**src/core/tes_pkg.sv**
```systemverilog
// constants, encodings and register map for the trigger / exposure / strobe block
// assumes a single 25 MHz clock and a simple strobed register port
`default_nettype none
package tes_pkg;
   localparam int unsigned CLK_HZ        = 25_000_000;
   localparam int unsigned STEP_US       = 100;
   localparam int unsigned STEP_CYC      = (STEP_US * (CLK_HZ / 1_000_000));
   localparam int unsigned EXP_MAX_STEPS = 70_000;
   localparam int          STEP_W        = 17;
   localparam int          TICK_W        = 12;

   localparam logic [3:0] ADDR_CTRL   = 4'h0;
   localparam logic [3:0] ADDR_EXPO   = 4'h4;
   localparam logic [3:0] ADDR_STATUS = 4'h8;

   localparam int CTRL_MODE_LSB = 0;
   localparam int CTRL_OVL_BIT  = 2;
   localparam int CTRL_SRC_BIT  = 3;
   localparam int CTRL_TPOL_BIT = 4;
   localparam int CTRL_SPOL_BIT = 5;
   localparam int CTRL_EN_BIT   = 6;

   localparam logic [6:0]        CTRL_RST = 7'h00;
   localparam logic [STEP_W-1:0] EXPO_RST = 17'h00064;

   typedef enum logic [1:0] {
      TES_MODE_FREE   = 2'h0,
      TES_MODE_MASTER = 2'h1,
      TES_MODE_SLAVE  = 2'h2
   } tes_mode_t;

   typedef enum logic [2:0] {
      TES_ST_IDLE = 3'h1,
      TES_ST_EXP  = 3'h2,
      TES_ST_READ = 3'h4
   } tes_state_t;

   function automatic logic [STEP_W-1:0] tes_clamp_steps(input logic [31:0] v);
      if (v == 32'h0) return 17'h00001;
      if (v > EXP_MAX_STEPS) return 17'h11170;
      return v[STEP_W-1:0];
   endfunction
endpackage
`default_nettype wire

```
**src/core/tes_ctrl.sv**
```systemverilog
// trigger selection, exposure timing and strobe output
// assumes pins synchronous to i_clk; i_readout_busy from sensor readout logic
//
// Added by the designer: the address-and-strobe port and the placing of the registers.
`default_nettype none
module tes_ctrl
   import tes_pkg::*;
(
   input  wire logic        i_clk,
   input  wire logic        i_rst_n,
   input  wire logic [3:0]  i_addr,
   input  wire logic [31:0] i_wdata,
   input  wire logic        i_wr,
   input  wire logic        i_rd,
   output logic [31:0]      o_rdata,
   input  wire logic        i_cc1,
   input  wire logic        i_ext_trig,
   input  wire logic        i_readout_busy,
   output logic             o_strobe,
   output logic             o_exposing,
   output logic             o_readout_start
);
   logic [6:0]        ctrl_r;
   logic [STEP_W-1:0] expo_r;
   logic [31:0]       rdata_r;
   tes_state_t        state_r, state_nxt;
   logic [STEP_W-1:0] left_r, left_nxt;
   logic              trig_d_r;
   logic              strobe_r;
   logic              start_r;

   tes_mode_t mode;
   logic      overlap, src_ext, tpol_high, spol_high, enable;
   logic      trig_raw, trig_act, trig_rise, tick, timed;
   logic      can_start, go, exp_end;

   assign mode      = tes_mode_t'(ctrl_r[CTRL_MODE_LSB +: 2]);
   assign src_ext   = ctrl_r[CTRL_SRC_BIT];
   assign tpol_high = ctrl_r[CTRL_TPOL_BIT];
   assign spol_high = ctrl_r[CTRL_SPOL_BIT];
   assign enable    = ctrl_r[CTRL_EN_BIT];
   assign overlap   = (mode == TES_MODE_FREE) | ctrl_r[CTRL_OVL_BIT];

   assign trig_raw  = src_ext ? i_ext_trig : i_cc1;
   assign trig_act  = tpol_high ? trig_raw : ~trig_raw;
   assign trig_rise = trig_act & ~trig_d_r;
   assign timed     = (mode != TES_MODE_SLAVE);

   // overlapped: expose while previous frame reads out
   assign can_start = enable & (overlap | ~i_readout_busy);
   assign go = can_start & ((mode == TES_MODE_FREE) | trig_rise);
   // slave: exposure follows the trigger width, timer still counts down but does not end it
   assign exp_end = timed ? (tick && left_r == STEP_W'(1)) : ~trig_act;

   tes_step_tick u_tick (
      .i_clk   (i_clk),
      .i_rst_n (i_rst_n),
      .i_clear (state_r != TES_ST_EXP),
      .o_tick  (tick)
   );

   always_comb begin
      state_nxt = state_r;
      left_nxt  = left_r;
      case (state_r)
         TES_ST_IDLE: begin
            if (go) begin
               state_nxt = TES_ST_EXP;
               left_nxt  = expo_r;
            end
         end
         TES_ST_EXP: begin
            if (!enable) state_nxt = TES_ST_IDLE;
            else if (exp_end) state_nxt = overlap ? TES_ST_IDLE : TES_ST_READ;
            else if (tick) left_nxt = left_r - 1'b1;
         end
         TES_ST_READ: begin
            if (!i_readout_busy && !start_r) state_nxt = TES_ST_IDLE;
         end
         default: state_nxt = TES_ST_IDLE;
      endcase
   end

   always_ff @(posedge i_clk or negedge i_rst_n) begin
      if (!i_rst_n) begin
         state_r  <= TES_ST_IDLE;
         left_r   <= '0;
         trig_d_r <= 1'b0;
         start_r  <= 1'b0;
         strobe_r <= ~CTRL_RST[CTRL_SPOL_BIT];
      end else begin
         state_r  <= state_nxt;
         left_r   <= left_nxt;
         trig_d_r <= trig_act;
         start_r  <= (state_r == TES_ST_EXP) && (state_nxt != TES_ST_EXP) && enable;
         strobe_r <= (state_nxt == TES_ST_EXP) ? spol_high : ~spol_high;
      end
   end

   always_ff @(posedge i_clk or negedge i_rst_n) begin
      if (!i_rst_n) begin
         ctrl_r <= CTRL_RST;
         expo_r <= EXPO_RST;
      end else if (i_wr) begin
         if (i_addr == ADDR_CTRL) ctrl_r <= i_wdata[6:0];
         if (i_addr == ADDR_EXPO) expo_r <= tes_clamp_steps(i_wdata);
      end
   end

   logic [31:0] rd_mux;
   assign rd_mux = (i_addr == ADDR_CTRL)   ? {25'h0, ctrl_r} :
                   (i_addr == ADDR_EXPO)   ? {15'h0, expo_r} :
                   (i_addr == ADDR_STATUS) ? {10'h0, (state_r == TES_ST_EXP) ? left_r : 17'h0,
                                              trig_act, overlap, state_r} :
                   32'h0;

   always_ff @(posedge i_clk or negedge i_rst_n) begin
      if (!i_rst_n) rdata_r <= 32'h0;
      else rdata_r <= i_rd ? rd_mux : 32'h0;
   end

   assign o_rdata         = rdata_r;
   assign o_strobe        = strobe_r;
   assign o_exposing      = (state_r == TES_ST_EXP);
   assign o_readout_start = start_r;
endmodule
`default_nettype wire

```
**src/core/tes_step_tick.sv**
```systemverilog
// 100 us step tick generator
// assumes the 25 MHz system clock
`default_nettype none
module tes_step_tick
   import tes_pkg::*;
(
   input  wire logic i_clk,
   input  wire logic i_rst_n,
   input  wire logic i_clear,
   output logic      o_tick
);
   logic [TICK_W-1:0] cnt_r;
   logic              wrap;
   assign wrap   = (cnt_r == TICK_W'(STEP_CYC - 1));
   assign o_tick = wrap & ~i_clear;

   always_ff @(posedge i_clk or negedge i_rst_n) begin
      if (!i_rst_n) cnt_r <= '0;
      else if (i_clear || wrap) cnt_r <= '0;
      else cnt_r <= cnt_r + 1'b1;
   end
endmodule
`default_nettype wire

```
**config.mk**
```make
export PLATFORM = sky130hd
export DESIGN_NAME = tes_ctrl
export DESIGN_NICKNAME = d
export VERILOG_FILES = /design/src/core/tes_pkg.sv /design/src/core/tes_ctrl.sv /design/src/core/tes_step_tick.sv
export SDC_FILE = /design/constraint.sdc
export NUM_CORES = 1
export LEC_CHECK = 0
export ABC_AREA = 1
export BUFFER_PORTS_ARGS = -buffer_cell sky130_fd_sc_hd__buf_4
export CAP_MARGIN = 10
export CORE_ASPECT_RATIO = 1.25
export CORE_MARGIN = 10
export CORE_UTILIZATION = 50
export CTS_BUF_LIST = sky130_fd_sc_hd__clkbuf_16
export DETAILED_ROUTE_END_ITERATION = 10
export MAX_ROUTING_LAYER = met4
export PLACE_DENSITY = 0.81
export SYNTH_ARGS = -nofsm -noshare
export SYNTH_HDL_FRONTEND = slang
export SYNTH_SLANG_ARGS = --single-unit
```
**constraint.sdc**
```tcl
create_clock -name i_clk -period 1.5 [get_ports i_clk]
set_input_delay 0.15 -clock i_clk [delete_from_list [all_inputs] [get_ports i_clk]]
set_output_delay 0.15 -clock i_clk [all_outputs]
set_load 0.005 [all_outputs]
```
## After elaboration in Yosys (flattened, before gate mapping)

Index checks and enable logic that the tools add are counted.
Widths: inputs -> output; s select.

| storage, ports and cells | value |
|---|---|
| logic and storage cells | 86 |
| output and inout port bits | 35 |
| input bits | 43 |
| register bits after elaboration | 81 |

| cells by class | value |
|---|---|
| multiplexer cells | 32 |
| reductions and logical operators | 14 |
| magnitude comparators | 1 |
| equal/unequal tests | 15 |
| add/subtract/negate cells | 2 |
| bitwise operators | 13 |

Operator list:

| operator | count |
|---|---|
| $mux 17 | 9 |
| $mux 22 | 4 |
| $pmux 17 s2 | 1 |
| $gt 32x17->1 const B | 1 |
| $logic_not 32->1 | 1 |
| $eq 17x1->1 const B | 1 |
| $sub 17x1->17 const B | 1 |
| $mux 3 | 5 |
| $add 12x1->12 const B | 1 |
| $eq 12x12->1 const B | 1 |
| $mux 12 | 1 |
| $mux 1 | 11 |
| $pmux 3 s3 | 1 |
| $eq 3x2->1 const B | 2 |
| $ne 2x2->1 const B | 3 |
| $ne 3x2->1 const B | 2 |
| $not 1->1 | 6 |
| $reduce_and 5->1 | 1 |
| $and 1x1->1 | 4 |
| $eq 4x3->1 const B | 1 |
| $eq 4x4->1 const B | 1 |
| $logic_and 1x1->1 | 4 |
| $logic_not 4->1 | 1 |
| $ne 2x1->1 const B | 2 |
| 8 further kinds | 12 |

## Logic depth before layout (Yosys ltp)

Gate-level depths: netlist of run 1.

| depth | value |
|---|---|
| word-level depth | 11 |
| depth in mapped cells | 13 |
| depth with buffers taken out | 12 |

## Cells and area by module

Synthesis of run 1 repeated with hierarchy kept, for this count alone.

| unflattened totals | value |
|---|---|
| cell total of the unflattened synthesis | 614 |
| area total of the unflattened synthesis | 4524.3 µm² |

Modules (own cells, without submodules):

| module | times used | sequential area each (µm²) | area each (µm²) | cells an instance |
|---|---|---|---|---|
| tes_ctrl | 1 | 1732.9 | 3861.2 | 530 |
| tes_step_tick | 1 | 300.3 | 663.1 | 84 |

## Worst setup path after synthesis of run 1

OpenSTA, ideal clock, no wires.

| path | value |
|---|---|
| path kind | register to register |
| start | reg u_tick.cnt_r[0] |
| end | reg left_r[7] |
| required time | 1.383 ns |
| setup time | 0.117 ns |
| cell stages (with the launch flop) | 12 |
| setup slack | -0.159 ns |
| arrival time | 1.542 ns |
| clock period less this slack | 1.659 ns |
| path buffers | 1 |
| cell sequence | dfrtp_1 ha_1 nand2_1 nor2_1 nand2_1 o21ai_2 nand2_2 a21oi_4 nand2_4 buf_6 nand2_1 nand2_1 |

| between the ends | value |
|---|---|
| cells in the longest elaborated chain, start to end | 6 |
| elaborated cells on any way between the ends | 7 |
| those cells by class | 3 x eq/ne; 1 x mux; 1 x bitwise; 2 x reduce/logical |

Ends and longest elaborated chain:

| what | line | source |
|---|---|---|
| start, declared | tes_step_tick.sv:12 | `logic [TICK_W-1:0] cnt_r;` |
| start signal, assigned | tes_step_tick.sv:20 | `else cnt_r <= cnt_r + 1'b1;` |
| $eq 12x12->1 (*) | tes_step_tick.sv:14 | `assign wrap = (cnt_r == TICK_W'(STEP_CYC - 1));` |
| $and 1x1->1 (*) | tes_step_tick.sv:15 | `assign o_tick = wrap & ~i_clear;` |
| $logic_and 1x1->1 | tes_ctrl.sv:53 | `assign exp_end = timed ? (tick && left_r == STEP_W'(1)) : ~trig_act;` |
| $mux 1 | tes_ctrl.sv:53 |  |
| $ne 2x2->1 (no source line) | n/a |  |
| $reduce_and 5->1 (no source line) (*) | n/a |  |
| end signal, assigned | tes_ctrl.sv:93 | `left_r <= left_nxt;` |
| end, declared | tes_ctrl.sv:27 | `logic [STEP_W-1:0] left_r, left_nxt;` |

Mark *: on every way between the ends. The rest lies on a longest branch, timed or not.
A chain may end at the register's enable or synchronous reset.

## Worst setup path after layout of run 1

| path | value |
|---|---|
| start | reg left_r[1] |
| end | reg left_r[2] |

| between the ends | value |
|---|---|
| cells in the longest elaborated chain, start to end | 5 |
| elaborated cells on any way between the ends | 10 |
| those cells by class | 1 x add/sub; 2 x eq/ne; 5 x mux; 2 x reduce/logical |

Ends and longest elaborated chain:

| what | line |
|---|---|
| $sub 17x1->17 / $eq 17x1->1 (equally long branches) | tes_ctrl.sv:75, tes_ctrl.sv:53 |
| $mux 17 / $logic_and 1x1->1 (equally long branches) | tes_ctrl.sv:75, tes_ctrl.sv:53 |
| $mux 17 / $mux 1 (equally long branches) | tes_ctrl.sv:74, tes_ctrl.sv:53 |
| $mux 17 / $ne 2x2->1 (equally long branches) | n/a |
| $pmux 17 s2 / $reduce_and 5->1 (equally long branches) | n/a |

Parallel ways exist; a longest one is shown, timed or not. The select of a mux whose other input is x is not followed.

==> summary.txt, run 1 <==
Detailed routing
  – Drt via density: 5.28
  – Routed Wire Length: 14.7 mm
  – DRT Pass-1 Iters: 5
  – DR WL/cell: 16.1 microns
  – DRC violations left: 0
  – Initial drt markers: between 300 and 400
  – Post-route ant nets: 0
  – Vias: between 4,000 and 5,000

Setup path
  – CP delay by family, top: simple AND/OR/NAND/NOR gates
  – CP Class: reg -> reg
  – Worst Path Max Fanout: 8
  – Crit-path max cell delay: 0.40 ns
  – Worst-path cell chain: inv_2, ha_1, inv_1, nor2_1, nand4_1, nor2_2, nand2_2, nand3_2, nand2_4, buf_6, nand3_1, nand2_1
  – Worst Path Required: 1.73 ns
  – Reg2Reg Setup Slack: -0.26 ns
  – CP Launch Type: flip-flop
  – CP bufs+invs: 3
  – Critical path endpoint category: flip-flop
  – WP data arrival: 1.99 ns
  – Worst path slowest cell: dfrtp_1

Timing
  – RSZ-0062 raised after global routing: yes
  – Fin Setup TNS: -4.80 ns
  – Slew Viols, Final: 0
  – Hold WS: 0.0510 ns
  – Final setup margin: -0.258 ns
  – Period utilization: 117%
  – Max Fclk: 569 MHz
  – Clock skew: 0.00663 ns
  – Fin. Hold Viols: 0
  – Fin crit period: around 1.8 ns
  – Setup violators final: 26

Clock network
  – CTS buffer count: 9
  – CTS tree: yes
  – Reg clk slew, reported paths: about 0.060 ns
  – Root Buffer Master: clkbuf_16
  – CTS H-tree lvls: 3
  – # clock sinks: 81
  – Clock Path Buffers: 2
  – Clk_lat worst skew: 0.34 ns

GRT
  – First-pass GRT wire length: ~23 mm
  – Largest net degree at the start of global routing: 32
  – Initial antenna violation count: 0
  – GRT Util Overall: 22.3%
  – GRT overflow: 0
  – Vias in the first global route: 4,848

Logic synthesis
  – Ys Warns: 0
  – Post-Syn Instances: 629
  – Register area share after synthesis: 45.1%
  – Mapped Area: 0.00451 sq mm
  – Distinct cells, synth: 40
  – Yosys reg bits: 81
  – Syn Area/Cell: 7.17 sq um

Run
  – Max-cap violations: 0

Pwr
  – Leak: roughly 3.3 nW
  – VDD IR max: 0.864 mV
  – Power per cell area: 1340 mW/mm^2

Place
  – Placed cells: 883
  – PortBufs: 67
  – Placed Area: 0.00570 sq mm
  – Dpl hpwl: 10.6 mm
  – Gpl congestion: 0.971

Die
  – Width of the die: 105 microns
  – Core area: 0.00875 sq mm
  – Initial core utilization: 51.5%
  – Die ar.: about 0.013 sq mm
  – I/O pins: 78
  – Die H: roughly 130 microns
  – # rows: 38

Finish
  – Nets: approximately 840
  – Share of layout cells above drive strength 1: 28.8%
  – Area delta synth->final: 41.2%
  – Fin area: 0.00637 sq mm
  – Final Util: 72.8%
  – ANT cells: 0
  – Final std cells w/o fill: between 900 and 1,000

Status
  – Status: complete, but fails checks
  – Failing checks: negative setup slack

Hold path
  – Min-Delay Path Class: in -> reg
-- worst paths after layout --
path	from	to	depth (start not counted)
setup reg to reg	left_r[1]	left_r[2]	12
min in group asynchronous	i_rst_n	o_rdata[20]	2
hold reg to reg	expo_r[5]	expo_r[5]	2
max in group asynchronous	i_rst_n	expo_r[2]	3
hold / removal	i_wdata[15]	expo_r[15]	3
setup / recovery	left_r[1]	left_r[2]	12
-- logic make-up after synthesis --
logic type / synth area share, %
xor+xnor: 0.777
fa+ha+maj: 0.832
other cells: 0.0832
simple gates: 35.8
buf+inv: 9.07
compound gates: 8.30
flops: 45.1
-- worst reg2reg max path, cell delays in order, from the launching register on --
cell and delay, ns:
dfrtp_1 0.40, inv_2 0.07, ha_1 0.13, inv_1 0.04, nor2_1 0.13, nand4_1 0.14, nor2_2 0.15, nand2_2 0.08
nand3_2 0.09, nand2_4 0.12, buf_6 0.16, nand3_1 0.07, nand2_1 0.06
-- sequential cells by signal, summed over array words and instances (netlist names) --
| signal | flops |
|---|---|
| ctrl_r | 7 |
| expo_r | 17 |
| left_r | 17 |
| o_rdata | 22 |
| o_readout_start | 1 |
| o_strobe | 1 |
| state_r | 3 |
| trig_d_r | 1 |
| u_tick.cnt_r | 12 |
-- final cells by class --
class	count	area, sq um
Clock inverter	7	95.1
Inverter	71	272
Clock buffer	9	225
Tap cell	120	150
Sequential cell	81	2030
Fill cell	699	2380
Multi-Input combinational cell	464	2240
Timing Repair Buffer	163	1350
-- cells in the mapped netlist, drive strengths merged --
master   count  share of area [%]
a21oi       18                2.2
a221oi       2               0.39
a22oi       10                1.7
a31oi        5               0.69
a32oi        2               0.39
and2         1               0.14
buf         18                2.7
clkbuf       6               0.50
clkinv       2               0.17
conb         1              0.083
dfrtp       76                 42
dfstp        5                2.9
ha           3               0.83
inv         69                5.7
nand2      207                 18
nand3       51                5.7
nand3b       1               0.17
nand4       10                1.4
nor2        90                7.6
nor3        17                2.1
nor3b        3               0.50
nor4         2               0.28
o2111ai      1               0.19
o211ai       2               0.33
o21ai       18                2.1
o22ai        1               0.14
o31ai        1               0.17
or2          3               0.42
xnor2        2               0.39
xor2         2               0.39
-- cells in the final DEF, fill, tap and decap left out, drive strengths merged, types with 3 or more instances in the layout --
cell type	n
dfrtp	76
ha	3
a22oi	10
o21ai	18
conb	10
nand2	209
nand3	51
clkinv	7
clkbuf	9
a21oi	18
nand4	10
buf	161
dfstp	5
nor2	90
or2	3
nor3	17
a31oi	5
inv	69
nor3b	3
-- through the flow --
step	setup WS, ns	total power (W)
global placement	-0.0957	0.00561
floorplan	-0.156	0.00425
global route	-0.388	0.00897
CTS	-0.134	0.00835
finish	-0.258	0.00852
detailed placement	-0.159	0.00567
-- power by group --
group	switching, W	internal (W)
Combinational	0.00191	0.00155
Clock	0.000930	0.00146
Sequential	0.000190	0.00248
-- routing by layer --
layer / part of all wire [%] / vias to the layer above / track usage [%]
met5: 0 / - / -
met4: 5.6 / 0 / 14.8
met3: 5.9 / 59 / 4.34
met2: 50 / 197 / 36.2
met1: 38 / 2257 / 24.5
li1: - / 2319 / -
-- repair_timing --
action | 4_1_cts | 5_1_grt
endpoints found under the hold margin | 19 | 0
endpoints found under the setup margin | 22 | 36
pin swaps | 3 | 12
setup buffers | 4 | 6
gates cloned | 5 | 0
gates resized for setup | 23 | 29
hold buffers | 1 | 0
No activity file was read; power rests on OpenSTA's default activity.
==> run 2: changes to the inputs <==
- SYNTH_HIERARCHICAL: unset -> 1
==> run 2 against run 1 <==
The flow still finishes with violations (negative setup slack). Wire length fell by 9.4%. Clock skew fell by 0.0020 ns. Area after synthesis rose by 0.33%. Combinational power fell by 15%. Sequential share of layout area rose by 0.45 points. Cell count fell by 2.2%. Worst setup slack got worse by 0.11 ns. Register-to-register slack got worse by 0.11 ns. Power fell by 9.0%. Count of clock-buffer cells in the layout did not move. Die area rose by 0.27%. Largest power group unchanged.
==> summary.txt, run 2 <==
Logic synthesis
  – Top-count cell post-synth: nand2_1
  – Mapped Area: around 0.0045 sq mm
  – Top FF cell, synth: dfrtp_1
  – Post-Syn Instances: 614
  – Synth cell count leaders: nand2_1 (181), nor2_1 (86), dfrtp_1 (76), inv_1 (65), nand3_1 (54)
  – Register area share after synthesis: 44.9%
  – Yosys reg bits: 81
  – Share of the synthesized area in the top cell type: 42.0%
  – Ys Warns: 6
  – Post-synth EDFFs: 0
  – Synth async-reset ratio: 100%
  – Distinct cells, synth: 44
  – Leading post-synthesis cells by cell area: dfrtp_1 (42%), nand2_1 (15%), nor2_1 (7.1%)
  – Syn Area/Cell: 7.37 sq um
  – Largest area contributor in the netlist: dfrtp_1

Finish
  – Area delta synth->final: 38.8%
  – Commonest cells after routing, fill and taps aside: nand2_1 (180), buf_4 (149), nor2_1 (79)
  – Max reg flops: 22
  – Most common cell after layout, fill and taps aside: nand2_1
  – ANT cells: 0
  – Nets: 816
  – Share of layout cells above drive strength 1: 28.6%
  – Fin area: 0.00628 sq mm

Clock network
  – Reg clk slew, reported paths: 0.06 ns
  – # clock sinks: approximately 80
  – CTS buffer count: 9
  – Clock Path Buffers: 2
  – CTS H-tree lvls: 3
  – Clk_lat worst skew: 0.35 ns
  – CTS tree: yes
  – Root Buffer Master: clkbuf_16

Pwr
  – Total chip power: 0.00775 W
  – VDD IR max: 0.702 mV
  – Leak: approximately 3.2 nW
  – Power per cell area: 1230 mW/mm^2

Die
  – # rows: 38
  – Initial core utilization: 51.7%
  – Die H: 126 microns
  – Width of the die: ~110 microns
  – Core area: 0.00875 sq mm
  – Die ar.: between 0.01 and 0.015 sq mm
  – I/O pins: 78

Setup path
  – RR Endpoint: left_r[13]
  – Worst Path Max Fanout: 9
  – Worst-path cell chain: inv_1, nand2_1, nor2_1, nand3_2, nor2_4, nand3_2, nor2_2, nand3_2, nand3b_4, nand2_8, buf_12, nand3_1, nand2_1
  – Worst path slowest cell: dfrtp_1
  – Critical path endpoint category: flip-flop
  – Reg-to-reg startpoint: u_tick/cnt_r[4]
  – Worst Path Required: 1.73 ns
  – CP Launch Type: flip-flop
  – Crit-path max cell delay: 0.39 ns
  – CP Class: reg -> reg
  – Crit path launch: u_tick/cnt_r[4]
  – R2R cell count: 13
  – WP data arrival: 2.11 ns
  – CP most frequent cell: nand3_2
  – Reg2Reg Setup Slack: -0.37 ns

Place
  – Gpl congestion: 0.980
  – Dpl hpwl: 9.97 mm
  – PortBufs: 67
  – Placed Area: between 0.005 and 0.006 sq mm

Timing
  – Period utilization: 125%
  – Fin crit period: between 1.5 and 2 ns
  – Clock skew: roughly 0.0046 ns
  – Max Fclk: roughly 530 MHz
  – RSZ-0062 raised after global routing: yes
  – Relative slew slack: between 60% and 70%
  – Worst slew pin tran: 0.497 ns
  – Fin. Hold Viols: 0
  – Final setup margin: -0.373 ns
  – Fin Setup TNS: -7.15 ns
  – Setup violators final: 22
  – Slew Viols, Final: 0

GRT
  – Largest net degree at the start of global routing: 38
  – First-pass GRT wire length: 21.8 mm
  – Initial antenna violation count: 0
  – GRT overflow: 0
  – GRT Util Overall: 20.5%
  – Vias in the first global route: 4,805

Detailed routing
  – Routed Wire Length: 13.3 mm
  – Initial drt markers: between 300 and 400
  – Vias: around 4,600
  – Drt via density: 5.15
  – DRT Pass-1 Iters: 5
  – Post-route ant nets: 0
  – DRC violations left: 0
  – DR WL/cell: 14.9 microns

Status
  – Status: complete, but fails checks
  – Failing checks: negative setup slack

Hold path
  – Min-Delay Path Class: in -> reg
  – Worst Hold Path Cells: 3
  – Hold endpoint: expo_r[15]
  – Hold Crit Start: i_wdata[15]

Run
  – Max-cap violations: 0
-- run 2: worst max-delay path, delay by kind of cell (launching register included) --
family                 cells  cell delay, ns
buffers and inverters      2            0.22
flip-flops                 1            0.39
AND/OR/NAND/NOR           11            1.16
-- run 2: through the flow --
step           cells  worst slack, ns  hold WS, ns  utilization, %
2_1_floorplan    623           -0.371       -0.146               -
3_5_place_dp     869           -0.348       0.0570            65.6
4_1_cts          892           -0.312       0.0406            70.9
3_3_place_gp     869           -0.259       0.0584            65.6
6_report         895           -0.373       0.0375            71.8
5_1_grt          895           -0.492       0.0571            71.8
-- run 2: layer usage --
metal	GRT usage (%)	share of wire (%)
met5	-	0
met4	12.4	4.1
met3	3.55	4.7
met2	35.1	51
met1	21.8	41
-- run 2: worst max path at each step --
stage	slack (ns)	end
finish	-0.37	left_r[13]
floorplan	-0.37	left_r[5]
global route	-0.49	left_r[13]
CTS	-0.31	left_r[14]
global placement	-0.26	left_r[3]
detailed placement	-0.35	left_r[6]
-- run 2: cell families (layout without fill, tap and decap cells) --
| family | count (synthesis) | after routing | share of synthesized area (%) |
|---|---|---|---|
| flops | 81 | 81 | 44.9 |
| xor+xnor | 11 | 11 | 2.13 |
| simple gates | 363 | 364 | 34.9 |
| compound gates | 58 | 58 | 7.63 |
| fa+ha+maj | 3 | 3 | 0.830 |
| other cells | 1 | 10 | 0.0829 |
| buf+inv | 97 | 248 | 9.49 |
-- run 2: repair_timing --
item / in CTS / in global routing
gates cloned: 2 / 0
setup endpoints to repair: 32 / 45
resized for setup: 22 / 13
setup buffers: 4 / 3
hold endpoints to repair: 26 / 0
pin swaps: 8 / 5
hold buffers: 1 / 0
-- run 2: area by class of cell --
class	instances	area, sq um
multi-input combinational	446	2240
sequential	81	2030
fill	688	2470
inverter	72	270
clock inverter	7	56.3
clock buffer	9	225
timing repair buffer	160	1310
tap	120	150
-- run 2: report_power, final --
group	internal, W	switching (W)	total, W
registers	0.00251	0.000201	0.00271
clock network	0.00126	0.000847	0.00211
logic	0.00125	0.00168	0.00293
==> run 3: changes to the inputs <==
- PLACE_DENSITY: 0.81 -> 0.83
- clock period: 1.5 -> 1.6 ns (I/O delays scaled with it)
==> run 3 against run 2 <==
The flow still finishes with violations (negative setup slack). Wire length is 5.9% higher. Count of clock-buffer cells in the layout unchanged. Global-route usage is 0.97 points higher. Sequential power fell by 5%. Worst setup slack gained 0.12 ns. Critical path depth decreased by 1. Clock power down 6%. Combinational power decreased by 6%. Clock skew grew 0.0016 ns. Fmax up 0.88%. Critical path type unchanged. Largest power group unchanged. Highest routed layer unchanged.
==> summary.txt, run 3 (same netlist as run 2, synthesis figures left out) <==
Hold path
  – Worst Hold Path Cells: 3
  – Hold endpoint: expo_r[11]
  – Min-Delay Path Class: in -> reg
  – Hold Crit Start: i_wdata[11]

Clock network
  – Root Buffer Master: clkbuf_16
  – CTS tree: yes
  – CTS buffer count: 9
  – Clk_lat worst skew: 0.35 ns
  – CTS H-tree lvls: 3
  – Reg clk slew, reported paths: about 0.060 ns
  – # clock sinks: 81
  – Clock Path Buffers: 2

Setup path
  – Critical path endpoint category: flip-flop
  – R2R cell count: 12
  – Reg-to-reg startpoint: u_tick/cnt_r[4]
  – RR Endpoint: left_r[6]
  – Worst-path cell chain: inv_1, nand2_1, nor2_2, nand3_2, nor2_4, buf_4, nand2_1, nand3b_4, nand2_8, nand3_4, nand2_1, nand2_2
  – Worst Path Max Fanout: 9
  – Crit-path max cell delay: approximately 0.38 ns
  – CP Class: reg -> reg
  – Crit path launch: u_tick/cnt_r[4]
  – Worst Path Required: 1.83 ns
  – Worst path slowest cell: dfrtp_1
  – Reg2Reg Setup Slack: -0.26 ns
  – WP data arrival: about 2.1 ns
  – CP most frequent cell: nand2_1
  – CP Launch Type: flip-flop

Timing
  – Period utilization: 116%
  – Setup violators final: 22
  – Fin crit period: ~1.9 ns
  – Fin Setup TNS: -4.43 ns
  – Clock skew: 0.00619 ns
  – Max Fclk: 539 MHz
  – RSZ-0062 raised after global routing: yes
  – Final setup margin: -0.257 ns
  – Fin. Hold Viols: 0
  – Slew Viols, Final: 0
  – Hold WS: 0.0542 ns

Place
  – Gpl congestion: around 0.94
  – Dpl hpwl: between 10 and 15 mm
  – PortBufs: between 60 and 70
  – Dpl ws: -0.278 ns

Pwr
  – Sw Ratio: between 30% and 40%
  – Power per cell area: 1180 mW/mm^2
  – Clock share of power: a little over a quarter
  – Leak: around 3.2 nW
  – VDD IR max: 0.701 mV
  – Total chip power: 0.00731 W
  – NetSw: between 0.002 and 0.003 W
  – Sequential share of power: about a third
  – Internal: 0.00466 W
  – Comb pwr share: 37.8%

GRT
  – Initial antenna violation count: 0
  – GRT Util Overall: 21.5%
  – First-pass GRT wire length: approximately 23 mm
  – Largest net degree at the start of global routing: 42
  – GRT overflow: 0
  – Vias in the first global route: roughly 4,800

Finish
  – Final Util: 71.1%
  – Nets: 799
  – Commonest cells after routing, fill and taps aside: nand2_1 (176), buf_4 (131), nor2_1 (81)
  – ANT cells: 0
  – Area delta synth->final: 37.4%
  – Most common cell after layout, fill and taps aside: nand2_1
  – Max reg flops: 22
  – Share of layout cells above drive strength 1: 28.8%

Detailed routing
  – Routed Wire Length: 14.1 mm
  – DRC violations left: 0
  – DRT Pass-1 Iters: 5
  – Drt via density: roughly 5.3
  – Post-route ant nets: 0
  – Vias: 4,686
  – Initial drt markers: around 400
  – DR WL/cell: about 16 microns

Die
  – # rows: 38
  – Width of the die: between 100 and 150 microns
  – Initial core utilization: roughly half
  – Die H: between 100 and 150 microns
  – Die ar.: roughly 0.013 sq mm
  – Core area: roughly 0.0087 sq mm
  – I/O pins: 78

Status
  – Failing checks: negative setup slack
  – Status: complete, but fails checks

Run
  – Max-cap violations: 0
==> run 3: how the worst max path moves through the flow <==
stage	to
after floorplan	left_r[5]
after global placement	left_r[10]
after detailed placement	left_r[6]
after CTS	left_r[16]
after global routing	left_r[6]
final	left_r[6]
==> run 3: metal layers <==
| layer | vias up | global-route usage (%) | wire [microns] |
|---|---|---|---|
| met5 | - | - | 0 |
| met4 | 0 | 10.7 | 451 |
| met3 | 34 | 2.74 | 809 |
| met2 | 211 | 37.0 | 7370 |
| met1 | 2223 | 24.2 | 5470 |
| li1 | 2218 | - | - |
==> run 3: critical path: cells and delay by family, from the launching register on <==
family | cells | cell delay, ns
and+or+nand+nor | 10 | 1.17
DFF | 1 | 0.38
buffers and inverters | 2 | 0.20
==> run 3: stage by stage <==
step	instances	area (sq um)
detailed placement	854	5630
CTS	876	6120
finish	878	6220
global placement	854	5630
floorplan	623	4600
global route	878	6220
==> run 3: layout make-up <==
type / count / area (sq um)
fill: 717 / 2530
multi-input combinational: 446 / 2290
sequential: 81 / 2030
timing repair buffer: 143 / 1190
inverter: 72 / 270
clock buffer: 9 / 225
tap: 120 / 150
clock inverter: 7 / 55.1
==> run 3: power groups by stage <==
stage | clock network [W] | logic (W) | registers (W)
floorplan | 0 | 0.00138 | 0.00259
global placement | 0 | 0.00225 | 0.00258
detailed placement | 0 | 0.00232 | 0.00259
CTS | 0.00199 | 0.00259 | 0.00256
global route | 0.00209 | 0.00297 | 0.00260
finish | 0.00198 | 0.00276 | 0.00257
==> run 3: repair_timing <==
item | 4_1_cts | 5_1_grt
setup endpoints to repair | 26 | 32
gates resized for setup | 29 | 18
buffers inserted | 4 | 1
gates cloned | 2 | 1
hold buffers | 1 | 0
endpoints found under the hold margin | 20 | 0
pin swaps | 40 | 6
